[config.mk]
export PLATFORM = sky130hd
export DESIGN_NAME = receive_output_formatter
export DESIGN_NICKNAME = d
export VERILOG_FILES = /design/src/rx_format_pkg.sv /design/src/receive_output_formatter.sv
export SDC_FILE = /design/constraint.sdc
export NUM_CORES = 1
export LEC_CHECK = 0
export ABC_AREA = 1
export BUFFER_PORTS_ARGS = -buffer_cell sky130_fd_sc_hd__buf_2
export CAP_MARGIN = 20
export CORE_MARGIN = 4
export CORE_UTILIZATION = 55
export DETAILED_ROUTE_END_ITERATION = 8
export PLACE_DENSITY = 0.87
export SYNTH_ARGS = -nofsm -noshare
export SYNTH_HDL_FRONTEND = slang
export SYNTH_SLANG_ARGS = --single-unit
[constraint.sdc]
create_clock -name clk_i -period 4.1 [get_ports clk_i]
set_clock_uncertainty 0.15 [all_clocks]
set_input_delay 0.82 -clock clk_i [delete_from_list [all_inputs] [get_ports clk_i]]
set_output_delay 0.82 -clock clk_i [all_outputs]
set_load 0.02 [all_outputs]
[src/rx_format_pkg.sv]
package rx_format_pkg;

	// Channel count and register geometry
	localparam int unsigned NUM_CH = 3;
	localparam int unsigned ADDR_W = 12;
	localparam int unsigned CFG_W  = 5;

	// Register map, byte addresses on the APB
	localparam logic [11:0] LOSS_CFG_OFS = 12'h000;
	localparam logic [11:0] OUT_CFG_OFS  = 12'h004;
	localparam logic [11:0] CH_STRIDE    = 12'h008;
	localparam logic [11:0] STATUS_OFS   = 12'h018;
	localparam logic [11:0] IRQ_STAT_OFS = 12'h01C;
	localparam logic [11:0] IRQ_MASK_OFS = 12'h020;

	// Loss-detect configuration fields
	localparam int unsigned EQ_EN_BIT    = 0;
	localparam int unsigned DIGITAL_SIGNAL_LOSS_DIS_BIT = 1;
	localparam int unsigned ANALOG_SIGNAL_LOSS_DIS_BIT = 2;
	localparam int unsigned DEC_DIS_BIT  = 3;

	// Receive output configuration fields
	localparam int unsigned CLK_INV_BIT  = 1;
	localparam int unsigned SHUTOFF_BIT  = 2;
	localparam int unsigned MUTE_BIT     = 3;
	localparam int unsigned SR_BIT       = 4;

	// Reset values and implemented-bit masks
	localparam logic [4:0] LOSS_CFG_RST  = 5'h00;
	localparam logic [4:0] OUT_CFG_RST   = 5'h00;
	localparam logic [4:0] LOSS_CFG_USED = 5'h0F;
	localparam logic [4:0] OUT_CFG_USED  = 5'h1E;

	// Status register fields, three bits each except the one-bit host mode flag
	localparam int unsigned ST_LOS_POS   = 0;
	localparam int unsigned ST_ANALOG_SIGNAL_LOSS_POS  = 3;
	localparam int unsigned ST_DIGITAL_SIGNAL_LOSS_POS  = 6;
	localparam int unsigned ST_SR_POS    = 9;
	localparam int unsigned ST_HOST_POS  = 12;

	// Interrupt status and mask layout
	localparam int unsigned IRQ_W        = 6;
	localparam int unsigned IRQ_RISE_POS = 0;
	localparam int unsigned IRQ_FALL_POS = 3;
	localparam logic [5:0]  IRQ_RST      = 6'h00;

	// Strap vector positions
	localparam int unsigned STRAP_W      = 4;
	localparam int unsigned STRAP_HOST   = 0;
	localparam int unsigned STRAP_MUTE   = 1;
	localparam int unsigned STRAP_INV    = 2;
	localparam int unsigned STRAP_SR     = 3;
	localparam logic [3:0]  STRAP_RST    = 4'h0;

	// Nominal recovered clock rates in kHz
	localparam int unsigned E3_CLK_KHZ   = 34368;
	localparam int unsigned DS3_CLK_KHZ  = 44736;
	localparam int unsigned STS1_CLK_KHZ = 51840;

	// Recovered line data of one channel from clock recovery and decoder
	typedef struct packed {
		logic rec_clk;
		logic pos;
		logic neg;
		logic bin;
		logic analog_signal_loss;
		logic digital_signal_loss;
	} rx_line_t;

	// Outputs of one channel toward the terminal equipment
	typedef struct packed {
		logic recovered_clock_out;
		logic recv_positive_rail;
		logic recv_negative_rail;
	} rx_rail_t;

	// Controls of one channel for neighbouring receive blocks
	typedef struct packed {
		logic equalizer_enable;
		logic line_code_decoder_disable;
		logic receiver_shutoff;
	} ch_ctrl_t;

endpackage

[src/receive_output_formatter.sv]
// Overview of operation
// [RL1] Host digital-loss disable bit masks detector
// [RL2] Both disables set: loss never declared
// [RL3] Muted channel drives both rails low
// [RL4] Data resumes once loss clears
// [RL5] Mute strap mutes all channels
// [RL6] Host mute bit mutes one channel
// [RL7] Dual rail updates on clock rising edge
// [RL8] Output clock follows recovered line clock
// [RL9] Line pulse polarity selects rail pulse
// [RL10] Invert strap launches on falling edge
// [RL11] Host invert bit inverts channel clock
// [RL12] Host single-rail bit selects binary stream
// [RL13] Single rail: binary data on positive rail
// [RL14] Strap high selects single rail globally
// [RL15] Strap low selects dual rail globally
// [RL16] Single rail holds negative rail low
// [RL17] Loss is OR of analog, digital
// [RL18] Muting uses loss after disable masks
// [RL19] Terminal samples on opposite clock edge
module receive_output_formatter (
	input  wire logic                         clk_i,               // 50 MHz
	input  wire logic                         srst_i,              // Sync reset
	input  wire logic [11:0]                  paddr_i,             // APB addr
	input  wire logic                         psel_i,              // APB select
	input  wire logic                         penable_i,           // APB enable
	input  wire logic                         pwrite_i,            // APB write
	input  wire logic [31:0]                  pwdata_i,            // APB wdata
	output logic      [31:0]                  prdata_o,            // APB rdata
	output logic                              pready_o,            // APB ready
	output logic                              pslverr_o,           // APB error
	input  wire logic                         host_mode_strap_i,   // Host mode
	input  wire logic                         mute_on_signal_loss_strap_i, // Mute
	input  wire logic                         recovered_clock_invert_strap_i, // Inv
	input  wire logic                         single_rail_select_strap_i, // SR
	input  wire rx_format_pkg::rx_line_t [2:0] line_i,            // Line side
	output rx_format_pkg::rx_rail_t      [2:0] rail_o,            // Terminal side
	output rx_format_pkg::ch_ctrl_t      [2:0] ctrl_o,            // Controls
	output logic      [2:0]                   signal_loss_indication_o, // Loss
	output logic                              irq_o                // Interrupt
);

	// Strap synchroniser stages and filtered strap levels
	logic [3:0]  strap_raw;
	logic [3:0]  s1_q;
	logic [3:0]  s2_q;
	logic [3:0]  s3_q;
	logic [3:0]  strap_q;
	logic [3:0]  strap_d;

	// Software registers
	logic [4:0]  loss_detect_config_q [3];
	logic [4:0]  loss_detect_config_d [3];
	logic [4:0]  receive_output_config_q [3];
	logic [4:0]  receive_output_config_d [3];
	logic [5:0]  irq_stat_q;
	logic [5:0]  irq_stat_d;
	logic [5:0]  irq_mask_q;
	logic [5:0]  irq_mask_d;
	logic [31:0] rdata_q;
	logic [31:0] rdata_d;

	// Bus decode
	logic        hit;
	logic        wr_en;
	logic        setup;
	logic [31:0] rd_val;
	logic [2:0]  sel_loss;
	logic [2:0]  sel_out;
	logic        sel_status;
	logic        sel_irq_stat;
	logic        sel_irq_mask;

	// Per-channel datapath state
	logic        host_mode;
	logic [2:0]  digital_signal_loss_dis;
	logic [2:0]  analog_signal_loss_dis;
	logic [2:0]  mute_en;
	logic [2:0]  clk_inv;
	logic [2:0]  single_rail;
	logic [2:0]  los_q;
	logic [2:0]  los_d;
	logic [2:0]  rec_prev_q;
	logic [2:0]  rec_prev_d;
	logic [2:0]  clk_out_q;
	logic [2:0]  clk_out_d;
	logic [2:0]  pos_q;
	logic [2:0]  pos_d;
	logic [2:0]  neg_q;
	logic [2:0]  neg_d;
	logic [5:0]  events;

	// Gather the strap pins into one vector
	assign strap_raw[rx_format_pkg::STRAP_HOST] = host_mode_strap_i;
	assign strap_raw[rx_format_pkg::STRAP_MUTE] = mute_on_signal_loss_strap_i;
	assign strap_raw[rx_format_pkg::STRAP_INV]  = recovered_clock_invert_strap_i;
	assign strap_raw[rx_format_pkg::STRAP_SR]   = single_rail_select_strap_i;

	// A strap level is accepted only when stages two and three agree
	always_comb begin
		strap_d = (s2_q & s3_q) | (strap_q & (s2_q ^ s3_q));
	end

	// Strap synchroniser registers
	always_ff @(posedge clk_i) begin
		if (srst_i) begin
			s1_q    <= rx_format_pkg::STRAP_RST;
			s2_q    <= rx_format_pkg::STRAP_RST;
			s3_q    <= rx_format_pkg::STRAP_RST;
			strap_q <= rx_format_pkg::STRAP_RST;
		end else begin
			s1_q    <= strap_raw;
			s2_q    <= s1_q;
			s3_q    <= s2_q;
			strap_q <= strap_d;
		end
	end

	// Effective per-channel settings from registers or straps
	always_comb begin
		host_mode = strap_q[rx_format_pkg::STRAP_HOST];
		for (int c = 0; c < 3; c++) begin
			if (host_mode) begin
				digital_signal_loss_dis[c]    = loss_detect_config_q[c][rx_format_pkg::DIGITAL_SIGNAL_LOSS_DIS_BIT]; // [RL1]
				analog_signal_loss_dis[c]    = loss_detect_config_q[c][rx_format_pkg::ANALOG_SIGNAL_LOSS_DIS_BIT];
				mute_en[c]     = receive_output_config_q[c][rx_format_pkg::MUTE_BIT]; // [RL6]
				clk_inv[c]     = receive_output_config_q[c][rx_format_pkg::CLK_INV_BIT]; // [RL11]
				single_rail[c] = receive_output_config_q[c][rx_format_pkg::SR_BIT]; // [RL12]
			end else begin
				digital_signal_loss_dis[c]    = 1'b0;
				analog_signal_loss_dis[c]    = 1'b0;
				mute_en[c]     = strap_q[rx_format_pkg::STRAP_MUTE]; // [RL5]
				clk_inv[c]     = strap_q[rx_format_pkg::STRAP_INV]; // [RL10]
				single_rail[c] = strap_q[rx_format_pkg::STRAP_SR]; // [RL14] [RL15]
			end
		end
	end

	// Loss state and output clock every cycle, rails launched once per recovered clock cycle
	always_comb begin
		for (int c = 0; c < 3; c++) begin
			// Masked detectors ORed together
			los_d[c] = (line_i[c].analog_signal_loss & ~analog_signal_loss_dis[c]) |
				(line_i[c].digital_signal_loss & ~digital_signal_loss_dis[c]); // [RL2] [RL17]
			rec_prev_d[c] = line_i[c].rec_clk;
			// Output clock tracks the recovered clock, optionally inverted
			clk_out_d[c] = line_i[c].rec_clk ^ clk_inv[c]; // [RL8] [RL10] [RL11]
			pos_d[c] = pos_q[c];
			neg_d[c] = neg_q[c];
			// Launch on the recovered clock rising edge
			if (line_i[c].rec_clk && !rec_prev_q[c]) begin // [RL7] [RL19]
				if (mute_en[c] && los_q[c]) begin // [RL3] [RL18]
					pos_d[c] = 1'b0;
					neg_d[c] = 1'b0;
				end else if (single_rail[c]) begin
					pos_d[c] = line_i[c].bin; // [RL13]
					neg_d[c] = 1'b0;
				end else begin
					pos_d[c] = line_i[c].pos; // [RL9] [RL4]
					neg_d[c] = line_i[c].neg; // [RL9]
				end
			end
			if (single_rail[c]) begin
				neg_d[c] = 1'b0; // [RL16]
			end
		end
	end

	// Datapath registers
	always_ff @(posedge clk_i) begin
		if (srst_i) begin
			los_q      <= 3'h0;
			rec_prev_q <= 3'h0;
			clk_out_q  <= 3'h0;
			pos_q      <= 3'h0;
			neg_q      <= 3'h0;
		end else begin
			los_q      <= los_d;
			rec_prev_q <= rec_prev_d;
			clk_out_q  <= clk_out_d;
			pos_q      <= pos_d;
			neg_q      <= neg_d;
		end
	end

	// Loss edges raise interrupt events
	assign events[rx_format_pkg::IRQ_RISE_POS +: 3] = los_d & ~los_q;
	assign events[rx_format_pkg::IRQ_FALL_POS +: 3] = ~los_d & los_q;

	// APB address decode
	always_comb begin
		sel_loss     = 3'h0;
		sel_out      = 3'h0;
		sel_status   = 1'b0;
		sel_irq_stat = 1'b0;
		sel_irq_mask = 1'b0;
		for (int c = 0; c < 3; c++) begin
			if (paddr_i == rx_format_pkg::LOSS_CFG_OFS +
				12'(c) * rx_format_pkg::CH_STRIDE) begin
				sel_loss[c] = 1'b1;
			end else if (paddr_i == rx_format_pkg::OUT_CFG_OFS +
				12'(c) * rx_format_pkg::CH_STRIDE) begin
				sel_out[c] = 1'b1;
			end
		end
		if (paddr_i == rx_format_pkg::STATUS_OFS) begin
			sel_status = 1'b1;
		end else if (paddr_i == rx_format_pkg::IRQ_STAT_OFS) begin
			sel_irq_stat = 1'b1;
		end else if (paddr_i == rx_format_pkg::IRQ_MASK_OFS) begin
			sel_irq_mask = 1'b1;
		end
		hit = (|sel_loss) | (|sel_out) | sel_status | sel_irq_stat |
			sel_irq_mask;
	end

	// Read value of the addressed register
	always_comb begin
		rd_val = 32'h0000_0000;
		for (int c = 0; c < 3; c++) begin
			if (sel_loss[c]) begin
				rd_val[4:0] = loss_detect_config_q[c];
			end
			if (sel_out[c]) begin
				rd_val[4:0] = receive_output_config_q[c];
			end
		end
		if (sel_status) begin
			rd_val[rx_format_pkg::ST_LOS_POS +: 3] = los_q;
			for (int c = 0; c < 3; c++) begin
				rd_val[rx_format_pkg::ST_ANALOG_SIGNAL_LOSS_POS + c] =
					line_i[c].analog_signal_loss;
				rd_val[rx_format_pkg::ST_DIGITAL_SIGNAL_LOSS_POS + c] =
					line_i[c].digital_signal_loss;
			end
			rd_val[rx_format_pkg::ST_SR_POS +: 3] = single_rail;
			rd_val[rx_format_pkg::ST_HOST_POS] = host_mode;
		end else if (sel_irq_stat) begin
			rd_val[5:0] = irq_stat_q;
		end else if (sel_irq_mask) begin
			rd_val[5:0] = irq_mask_q;
		end
	end

	// Read data is captured in setup so that it comes from a flop
	assign setup = psel_i & ~penable_i;
	assign wr_en = psel_i & penable_i & pwrite_i & hit;

	// Register next values; hardware set wins over a write-one clear
	always_comb begin
		rdata_d = setup ? rd_val : rdata_q;
		for (int c = 0; c < 3; c++) begin
			loss_detect_config_d[c] = loss_detect_config_q[c];
			receive_output_config_d[c] = receive_output_config_q[c];
			if (wr_en && sel_loss[c]) begin
				loss_detect_config_d[c] = pwdata_i[4:0] &
					rx_format_pkg::LOSS_CFG_USED;
			end
			if (wr_en && sel_out[c]) begin
				receive_output_config_d[c] = pwdata_i[4:0] &
					rx_format_pkg::OUT_CFG_USED;
			end
		end
		irq_mask_d = irq_mask_q;
		if (wr_en && sel_irq_mask) begin
			irq_mask_d = pwdata_i[5:0];
		end
		irq_stat_d = irq_stat_q;
		if (wr_en && sel_irq_stat) begin
			irq_stat_d = irq_stat_q & ~pwdata_i[5:0];
		end
		irq_stat_d = irq_stat_d | events;
	end

	// Software register flops
	always_ff @(posedge clk_i) begin
		if (srst_i) begin
			for (int c = 0; c < 3; c++) begin
				loss_detect_config_q[c]    <= rx_format_pkg::LOSS_CFG_RST;
				receive_output_config_q[c] <= rx_format_pkg::OUT_CFG_RST;
			end
			irq_stat_q <= rx_format_pkg::IRQ_RST;
			irq_mask_q <= rx_format_pkg::IRQ_RST;
			rdata_q    <= 32'h0000_0000;
		end else begin
			for (int c = 0; c < 3; c++) begin
				loss_detect_config_q[c]    <= loss_detect_config_d[c];
				receive_output_config_q[c] <= receive_output_config_d[c];
			end
			irq_stat_q <= irq_stat_d;
			irq_mask_q <= irq_mask_d;
			rdata_q    <= rdata_d;
		end
	end

	// Bus answers: no wait states, error on unmapped access
	assign prdata_o  = rdata_q;
	assign pready_o  = 1'b1;
	assign pslverr_o = psel_i & penable_i & ~hit;
	assign irq_o     = |(irq_stat_q & irq_mask_q);

	// Channel outputs
	always_comb begin
		for (int c = 0; c < 3; c++) begin
			rail_o[c].recovered_clock_out = clk_out_q[c];
			rail_o[c].recv_positive_rail  = pos_q[c];
			rail_o[c].recv_negative_rail  = neg_q[c];
			ctrl_o[c].equalizer_enable = host_mode &
				loss_detect_config_q[c][rx_format_pkg::EQ_EN_BIT];
			ctrl_o[c].line_code_decoder_disable = host_mode &
				loss_detect_config_q[c][rx_format_pkg::DEC_DIS_BIT];
			ctrl_o[c].receiver_shutoff = host_mode &
				receive_output_config_q[c][rx_format_pkg::SHUTOFF_BIT];
		end
	end
	assign signal_loss_indication_o = los_q;

endmodule

==> results of run 1 <==
[flip-flops by register name, summed over array words and instances, names as in the netlist]
name / cells
s3_q: 4
strap_q: 4
irq_mask_q: 6
receive_output_config_q: 12
s2_q: 4
signal_loss_indication_o: 3
pos_q: 3
prdata_o: 13
loss_detect_config_q: 12
s1_q: 4
neg_q: 3
rec_prev_q: 3
clk_out_q: 3
irq_stat_q: 6
[per-layer routing]
metal	part of all wire (%)	GRT usage, %	up-vias
met1	42	29.78	1693
met4	2.6	10.64	0
li1	-	-	1875
met5	0	0	-
met2	49	41.24	161
met3	6.4	4.020	25
[final timing paths]
kind / depth (start not counted) / start / endpoint / slack (ps)
setup / recovery: 10 / paddr_i[7] / pslverr_o / 900
hold / removal: 2 / s1_q[1]$_SDFF_PP0_ / s2_q[1]$_SDFF_PP0_ / 250
setup reg to reg: 5 / strap_q[0]$_SDFF_PP0_ / pos_q[0]$_SDFFE_PP0P_ / 1830
hold reg to reg: 2 / s1_q[1]$_SDFF_PP0_ / s2_q[1]$_SDFF_PP0_ / 250
[power groups by stage]
stage	Sequential, W	Clock, W	Combinational [W]
floorplan	0.000841	0	0.0000894
global placement	0.000830	0	0.000139
finish	0.000812	0.000684	0.000145
global route	0.000815	0.000720	0.000162
CTS	0.000812	0.000687	0.000145
detailed placement	0.000830	0	0.000143
[final cells by class]
| cell class | instances | share of cell area, % |
|---|---|---|
| clock buffers | 10 | 3.052 |
| flip-flops and latches | 80 | 35.52 |
| multi-input cells | 371 | 40.37 |
| inverters | 84 | 7.020 |
| clock inverters | 6 | 2.164 |
| well taps | 96 | 2.664 |
| repair buffers | 82 | 9.212 |
[cell usage in the layout (no fill, tap or decap), types with 3 or more instances in the layout]
cell      count
o21ai_0      48
nor2_4        3
nor3_1        6
nor2_2        5
dfxtp_1      80
buf_2        80
nand3_1      32
nor3_4        3
nand2_1     104
clkbuf_8     10
inv_1        78
a22oi_1       3
inv_2         4
o21ai_1       4
nand4_1       6
or2_2         3
mux2_2        3
a21oi_1      54
conb_1       20
nor2_1       61
ha_1          4
[logic make-up after synthesis]
group / synth area share [%]
mux: 0.8667
compound gates: 15.28
fa+ha+maj: 1.284
simple gates: 27.35
other cells: 0.1927
buf+inv: 13.93
flops: 41.09
[per-stage QoR]
stage               cells  setup slack (ps)
floorplan             571              1225
detailed placement    713             896.7
global route          729             742.0
finish                729             903.0
global placement      713             948.8
CTS                   729             910.2
[synth_stat cells, types with 2 or more instances]
cell      number  area share [%]
nand2_1      104              10
dfxtp_1       80              41
inv_1         78             7.5
nor2_1        61             5.9
a21oi_1       54             6.9
o21ai_0       48             6.2
nand3_1       32             4.1
buf_4         20             3.9
clkbuf_1      12             1.2
nand4_1        6            0.96
nor3_1         6            0.77
nor2_2         5            0.80
ha_1           4             1.3
inv_2          4            0.39
o21ai_1        4            0.51
a22oi_1        3            0.58
mux2_2         3            0.87
nor2_4         3            0.87
nor3_4         3             1.3
or2_2          3            0.48
a221oi_1       2            0.45
buf_6          2            0.58
conb_1         2            0.19
nand2_4        2            0.58
nand3_2        2            0.51
[critical path: cells and delay by family]
kind	cells	cell delay, ps
AND/OR/NAND/NOR	7	1000
buffers and inverters	3	390
==> out/metrics.csv, run 1 <==
stage,metric,value,unit
logic_synthesis,Synth Cell Area,3897,um^2
cts,number of buffers created by CTS,9,
placement,gp weighted congestion,0.9793,
global_route,Total Routing Usage GR,24.14,%
power_and_ir_drop,Internal Power,0.001214,W
worst_setup_path,CP Launch Type,input pin,
logic_synthesis,"Seq/Total Area, Yosys",41.09,%
power_and_ir_drop,Peak VDD IR,0.2800,mV
cts,clk buf depth,2,
route,drt pass-1 iters,5,
sta,final hold vios,0,
logic_synthesis,ys flop type,dfxtp_1,
cts,CTS HTree Levels,3,
route,final WL,10.16,mm
layout,Fill cells,616,
sta,worst hold slack,253.2,ps
sta,Worst Max-Slew Pin Slew,789.5,ps
floorplanning,Die Footprint,8497,um^2
worst_setup_path,CP Class,input pin to output pin,
cts,post-cts resize count,0,
cts,TritonCTS clock tree,yes,
sta,relative slew slack,47.04,%
layout,Layout area overhead,15.70,%
floorplanning,core outline area,6832,um^2
global_route,initial antenna violation count,0,
floorplanning,Site Rows,30,
logic_synthesis,Post-Syn Instances,553,
cts,"Clk Latency, worst-skew pair",350,ps
logic_synthesis,Yosys Warn Count,0,
logic_synthesis,Post-synth EDFFs,0,
route,Vias/cell,5.150,
power_and_ir_drop,combinational share of power,8.9,%
global_route,Congestion Overflow GR,0,
worst_setup_path,Critical Path End Type,output pin,
worst_setup_path,Worst EP arrival,2230,ps
floorplanning,Die Ht,92.18,um
global_route,largest net degree at the start of global routing,53,
worst_hold_path,Tightest Hold Check Type,flop to flop,
worst_setup_path,Worst path slowest cell,nor3_4,
route,wire per inst,13.93,um
route,remaining antenna violation count,0,
logic_synthesis,post-synthesis cell type count,35,
power_and_ir_drop,sw power,0.0004279,W
sta,RSZ-0062 raised after global routing,no,
worst_setup_path,CP Cell Sequence,buf_2 > nor2_2 > nand2_2 > nor3_4 > inv_2 > nand2_1 > nor2_1 > nand3_2 > nor2_1 > buf_2,
cts,TritonCTS Sinks,80,
layout,Sequential Area,1602,um^2
layout,post-layout util,66.01,%
layout,# nets final,703,
cts,hold buffers post-CTS,0,
job,max-cap viol count,0,
placement,HPWL after DPL,7.570,mm
power_and_ir_drop,Seq pwr share,49.5,%
logic_synthesis,"flops & latches, synth",80,
route,drt initial violations,288,
sta,Fin Setup TNS,0,ps
sta,# setup viols final,0,
sta,crit share post-route,77.98,%
layout,layout cells sized above 1,20.06,%
cts,number of setup buffers added after CTS,0,
global_route,first-pass GRT wire length,16.50,mm
status,status,completed,
power_and_ir_drop,PwrDens,364.1,nW/um^2
power_and_ir_drop,sw frac,26.06,%
worst_setup_path,worst path required time,3130,ps
placement,Area after DPL,4274,um^2
sta,fin crit period,3197,ps
power_and_ir_drop,LEAKAGE,2.177,nW
power_and_ir_drop,Total Power,0.001642,W
sta,fin. max-slew vios,0,
global_route,number of global-route vias before repair,3529,
logic_synthesis,mean post-synth cell area,7.048,um^2
floorplanning,num ports,127,
floorplanning,Initial Util,57.05,%
worst_setup_path,largest fanout on the critical path,8,
cts,clock root cell,clkbuf_8,
route,vias,3754,
sta,Max Clock Freq,312.8,MHz
layout,# diodes,0,
layout,Multi-input gate area,1821,um^2
power_and_ir_drop,Clk pwr share,41.7,%
route,drc violations,0,
placement,Port Buffer Count,80,
logic_synthesis,asr flop ratio synth,0,%
worst_setup_path,largest stage delay on the critical path,390,ps
cts,Worst-path clk slew,80,ps
layout,"Design Area, Final",4509,um^2
floorplanning,die width,92.18,um
Power figures use the tool's default switching activity.
==> run 2: changes to the inputs <==
CORE_UTILIZATION = 51   (was 55)
PLACE_DENSITY = 0.81   (was 0.87)
clock period = 2.95 ns   (was 4.1 ns; I/O delays follow)
==> run 2 against run 1 <==
Effect of this change:
- die area rose by 7.2%
- worst setup slack got worse by 640 ps
- critical endpoint unchanged
- largest cell class unchanged
- highest routed layer unchanged
- via count rose by 1.8%
- hold slack improved by 5.7 ps
==> out/metrics.csv, run 2 (synthesis gave the netlist of run 1 again) <==
stage,metric,value,unit,change
status,status,completed,,
placement,gp weighted congestion,0.9282,,-5.2%
worst_hold_path,Hold Path Depth,2,,unchanged
layout,Fill cells,676,,+9.7%
layout,# nets final,710,,+1.0%
worst_setup_path,CP Cell Sequence,buf_2 > nor2_4 > nand2_1 > nor2_2 > inv_1 > nor2_1 > nor3_1 > nand3_2 > nor2_1 > buf_2,,
route,wire per inst,13.70,um,-1.7%
placement,placed cell count,723,,+1.4%
layout,post-layout util,61.77,%,-4.2 points
worst_setup_path,CP Launch Type,input pin,,
layout,Multi-input gate area,1821,um^2,unchanged
power_and_ir_drop,Total Power,0.002118,W,+29%
worst_setup_path,CP Class,input pin to output pin,,
sta,fin crit period,2689,ps,
worst_setup_path,worst path required time,2210,ps,-920 ps
global_route,initial antenna violation count,0,,unchanged
sta,fin. max-slew vios,0,,unchanged
sta,RSZ-0062 raised after global routing,no,,
worst_setup_path,internal reg-to-reg setup slack,1140,ps,-690 ps
cts,Worst-path clk slew,100,ps,+20 ps
power_and_ir_drop,PwrDens,467.7,nW/um^2,+28%
power_and_ir_drop,sw power,0.0006107,W,+43%
power_and_ir_drop,LEAKAGE,2.197,nW,+0.91%
floorplanning,core outline area,7331,um^2,+7.3%
cts,TritonCTS clock tree,yes,,
route,remaining antenna violation count,0,,unchanged
placement,HPWL after DPL,7.704,mm,+1.8%
floorplanning,Die Ht,95.42,um,+3.5%
global_route,GRT met3 Usage,5.367,%,+1.3 points
route,drt pass-1 iters,6,,+1
layout,max FFs per register,13,,unchanged
worst_setup_path,largest fanout on the critical path,6,,-2
route,vias,3821,,+1.8%
worst_setup_path,FF-to-FF End,pos_q[2]$_SDFFE_PP0P_,,
layout,"most common cell after layout, fill and taps aside",nand2_1,,
global_route,Total Routing Usage GR,22.57,%,-1.6 points
floorplanning,die width,95.42,um,+3.5%
sta,# setup viols final,0,,unchanged
layout,fin cells,739,,+1.4%
cts,CTS HTree Levels,3,,unchanged
power_and_ir_drop,combinational share of power,9.6,%,+0.7 points
global_route,number of global-route vias before repair,3571,,+1.2%
layout,Layout area overhead,16.18,%,
power_and_ir_drop,Peak VDD IR,0.3296,mV,+18%
worst_hold_path,Tightest Hold Check Type,flop to flop,,
global_route,Most Crowded Layer GR,met2,,
layout,"Design Area, Final",4528,um^2,+0.42%
power_and_ir_drop,Clk pwr share,37.1,%,-4.6 points
floorplanning,num ports,127,,unchanged
worst_setup_path,Worst path slowest cell,nor2_2,,
power_and_ir_drop,sw frac,28.84,%,+2.8 points
worst_setup_path,Reg2Reg Depth,5,,unchanged
global_route,largest net degree at the start of global routing,53,,unchanged
cts,hold buffers post-CTS,0,,unchanged
sta,Fin Setup TNS,0,ps,unchanged
route,final WL,10.13,mm,-0.31%
power_and_ir_drop,Internal Power,0.001507,W,+24%
sta,final hold vios,0,,unchanged
worst_setup_path,largest stage delay on the critical path,240,ps,-150 ps
floorplanning,Site Rows,31,,+3.3%
layout,most frequent cells in the layout,"nand2_1, dfxtp_1, buf_2",,
power_and_ir_drop,Seq pwr share,53.3,%,+3.8 points
sta,crit share post-route,91.15,%,
cts,number of buffers created by CTS,9,,unchanged
cts,clock root cell,clkbuf_8,,
layout,# diodes,0,,unchanged
route,drt initial violations,279,,-3.1%
global_route,met1 usage,28.16,%,-1.6 points
layout,layout cells sized above 1,20.94,%,+0.87 points
global_route,GR Util met2,37.49,%,-3.7 points
global_route,first-pass GRT wire length,16.12,mm,-2.3%
cts,number of setup buffers added after CTS,0,,unchanged
global_route,Congestion Overflow GR,0,,unchanged
cts,post-cts resize count,0,,unchanged
cts,TritonCTS Sinks,80,,unchanged
placement,Area after DPL,4330,um^2,+1.3%
cts,clk buf depth,2,,unchanged
worst_setup_path,Worst EP arrival,1950,ps,-280 ps
floorplanning,Initial Util,53.17,%,-3.9 points
sta,Worst Max-Slew Pin Slew,775.2,ps,-14.26 ps
route,Vias/cell,5.171,,+0.41%
placement,Port Buffer Count,80,,unchanged
cts,"Clk Latency, worst-skew pair",360,ps,about the same
job,max-cap viol count,0,,unchanged
worst_hold_path,hold wc startpoint,s1_q[1]$_SDFF_PP0_,,
sta,Max Clock Freq,371.9,MHz,
route,drc violations,0,,unchanged
worst_setup_path,R2R Path Start,strap_q[0]$_SDFF_PP0_,,
worst_hold_path,Hold EP,s2_q[1]$_SDFF_PP0_,,
layout,Sequential Area,1602,um^2,unchanged
sta,relative slew slack,48.00,%,+0.96 points
worst_setup_path,Critical Path End Type,output pin,,
floorplanning,Die Footprint,9105,um^2,+7.2%
## run 2: how the worst max path moves through the flow
stage                     end  slack, ps        from  cells past startpoint
finish              pslverr_o        260  paddr_i[1]                     10
global route        pslverr_o        130  paddr_i[1]                     10
CTS                 pslverr_o        260  paddr_i[1]                     10
detailed placement  pslverr_o        270  paddr_i[1]                     10
global placement    pslverr_o        300  paddr_i[1]                     10
floorplan           pslverr_o        540  paddr_i[9]                      8
## run 2: per-stage QoR
step,setup slack [ps],hold slack (ps)
detailed placement,268.3,249.2
CTS,260.9,263.3
finish,261.1,259.0
global route,127.8,273.3
floorplan,535.0,238.3
global placement,300.9,243.5
## run 2: per-layer routing
| layer | share of wire [%] | routed length (um) |
|---|---|---|
| met1 | 42 | 4214 |
| met2 | 47 | 4793 |
| met3 | 8.3 | 844 |
| met4 | 2.7 | 274 |
| met5 | 0 | 0 |
## run 2: worst max-delay path: cells and delay by family
family / cells / cell delay [ps]
buffers and inverters: 3 / 340
AND/OR/NAND/NOR: 7 / 1000
## run 2: final cells by class
type,instances,share of cell area (%)
clock buffer,9,2.736
clock inverter,7,1.630
inverter,84,6.991
multi-input combinational,371,40.20
sequential,80,35.37
tap,99,2.736
timing repair buffer,89,10.33
## run 2: power by group through the flow
| stage | combinational, W | sequential [W] | clock [W] |
|---|---|---|---|
| 2_1_floorplan | 0.000124 | 0.00117 | 0 |
| 3_3_place_gp | 0.000195 | 0.00115 | 0 |
| 3_5_place_dp | 0.000201 | 0.00115 | 0 |
| 4_1_cts | 0.000201 | 0.00113 | 0.000797 |
| 5_1_grt | 0.000224 | 0.00113 | 0.000844 |
| 6_report | 0.000203 | 0.00113 | 0.000785 |
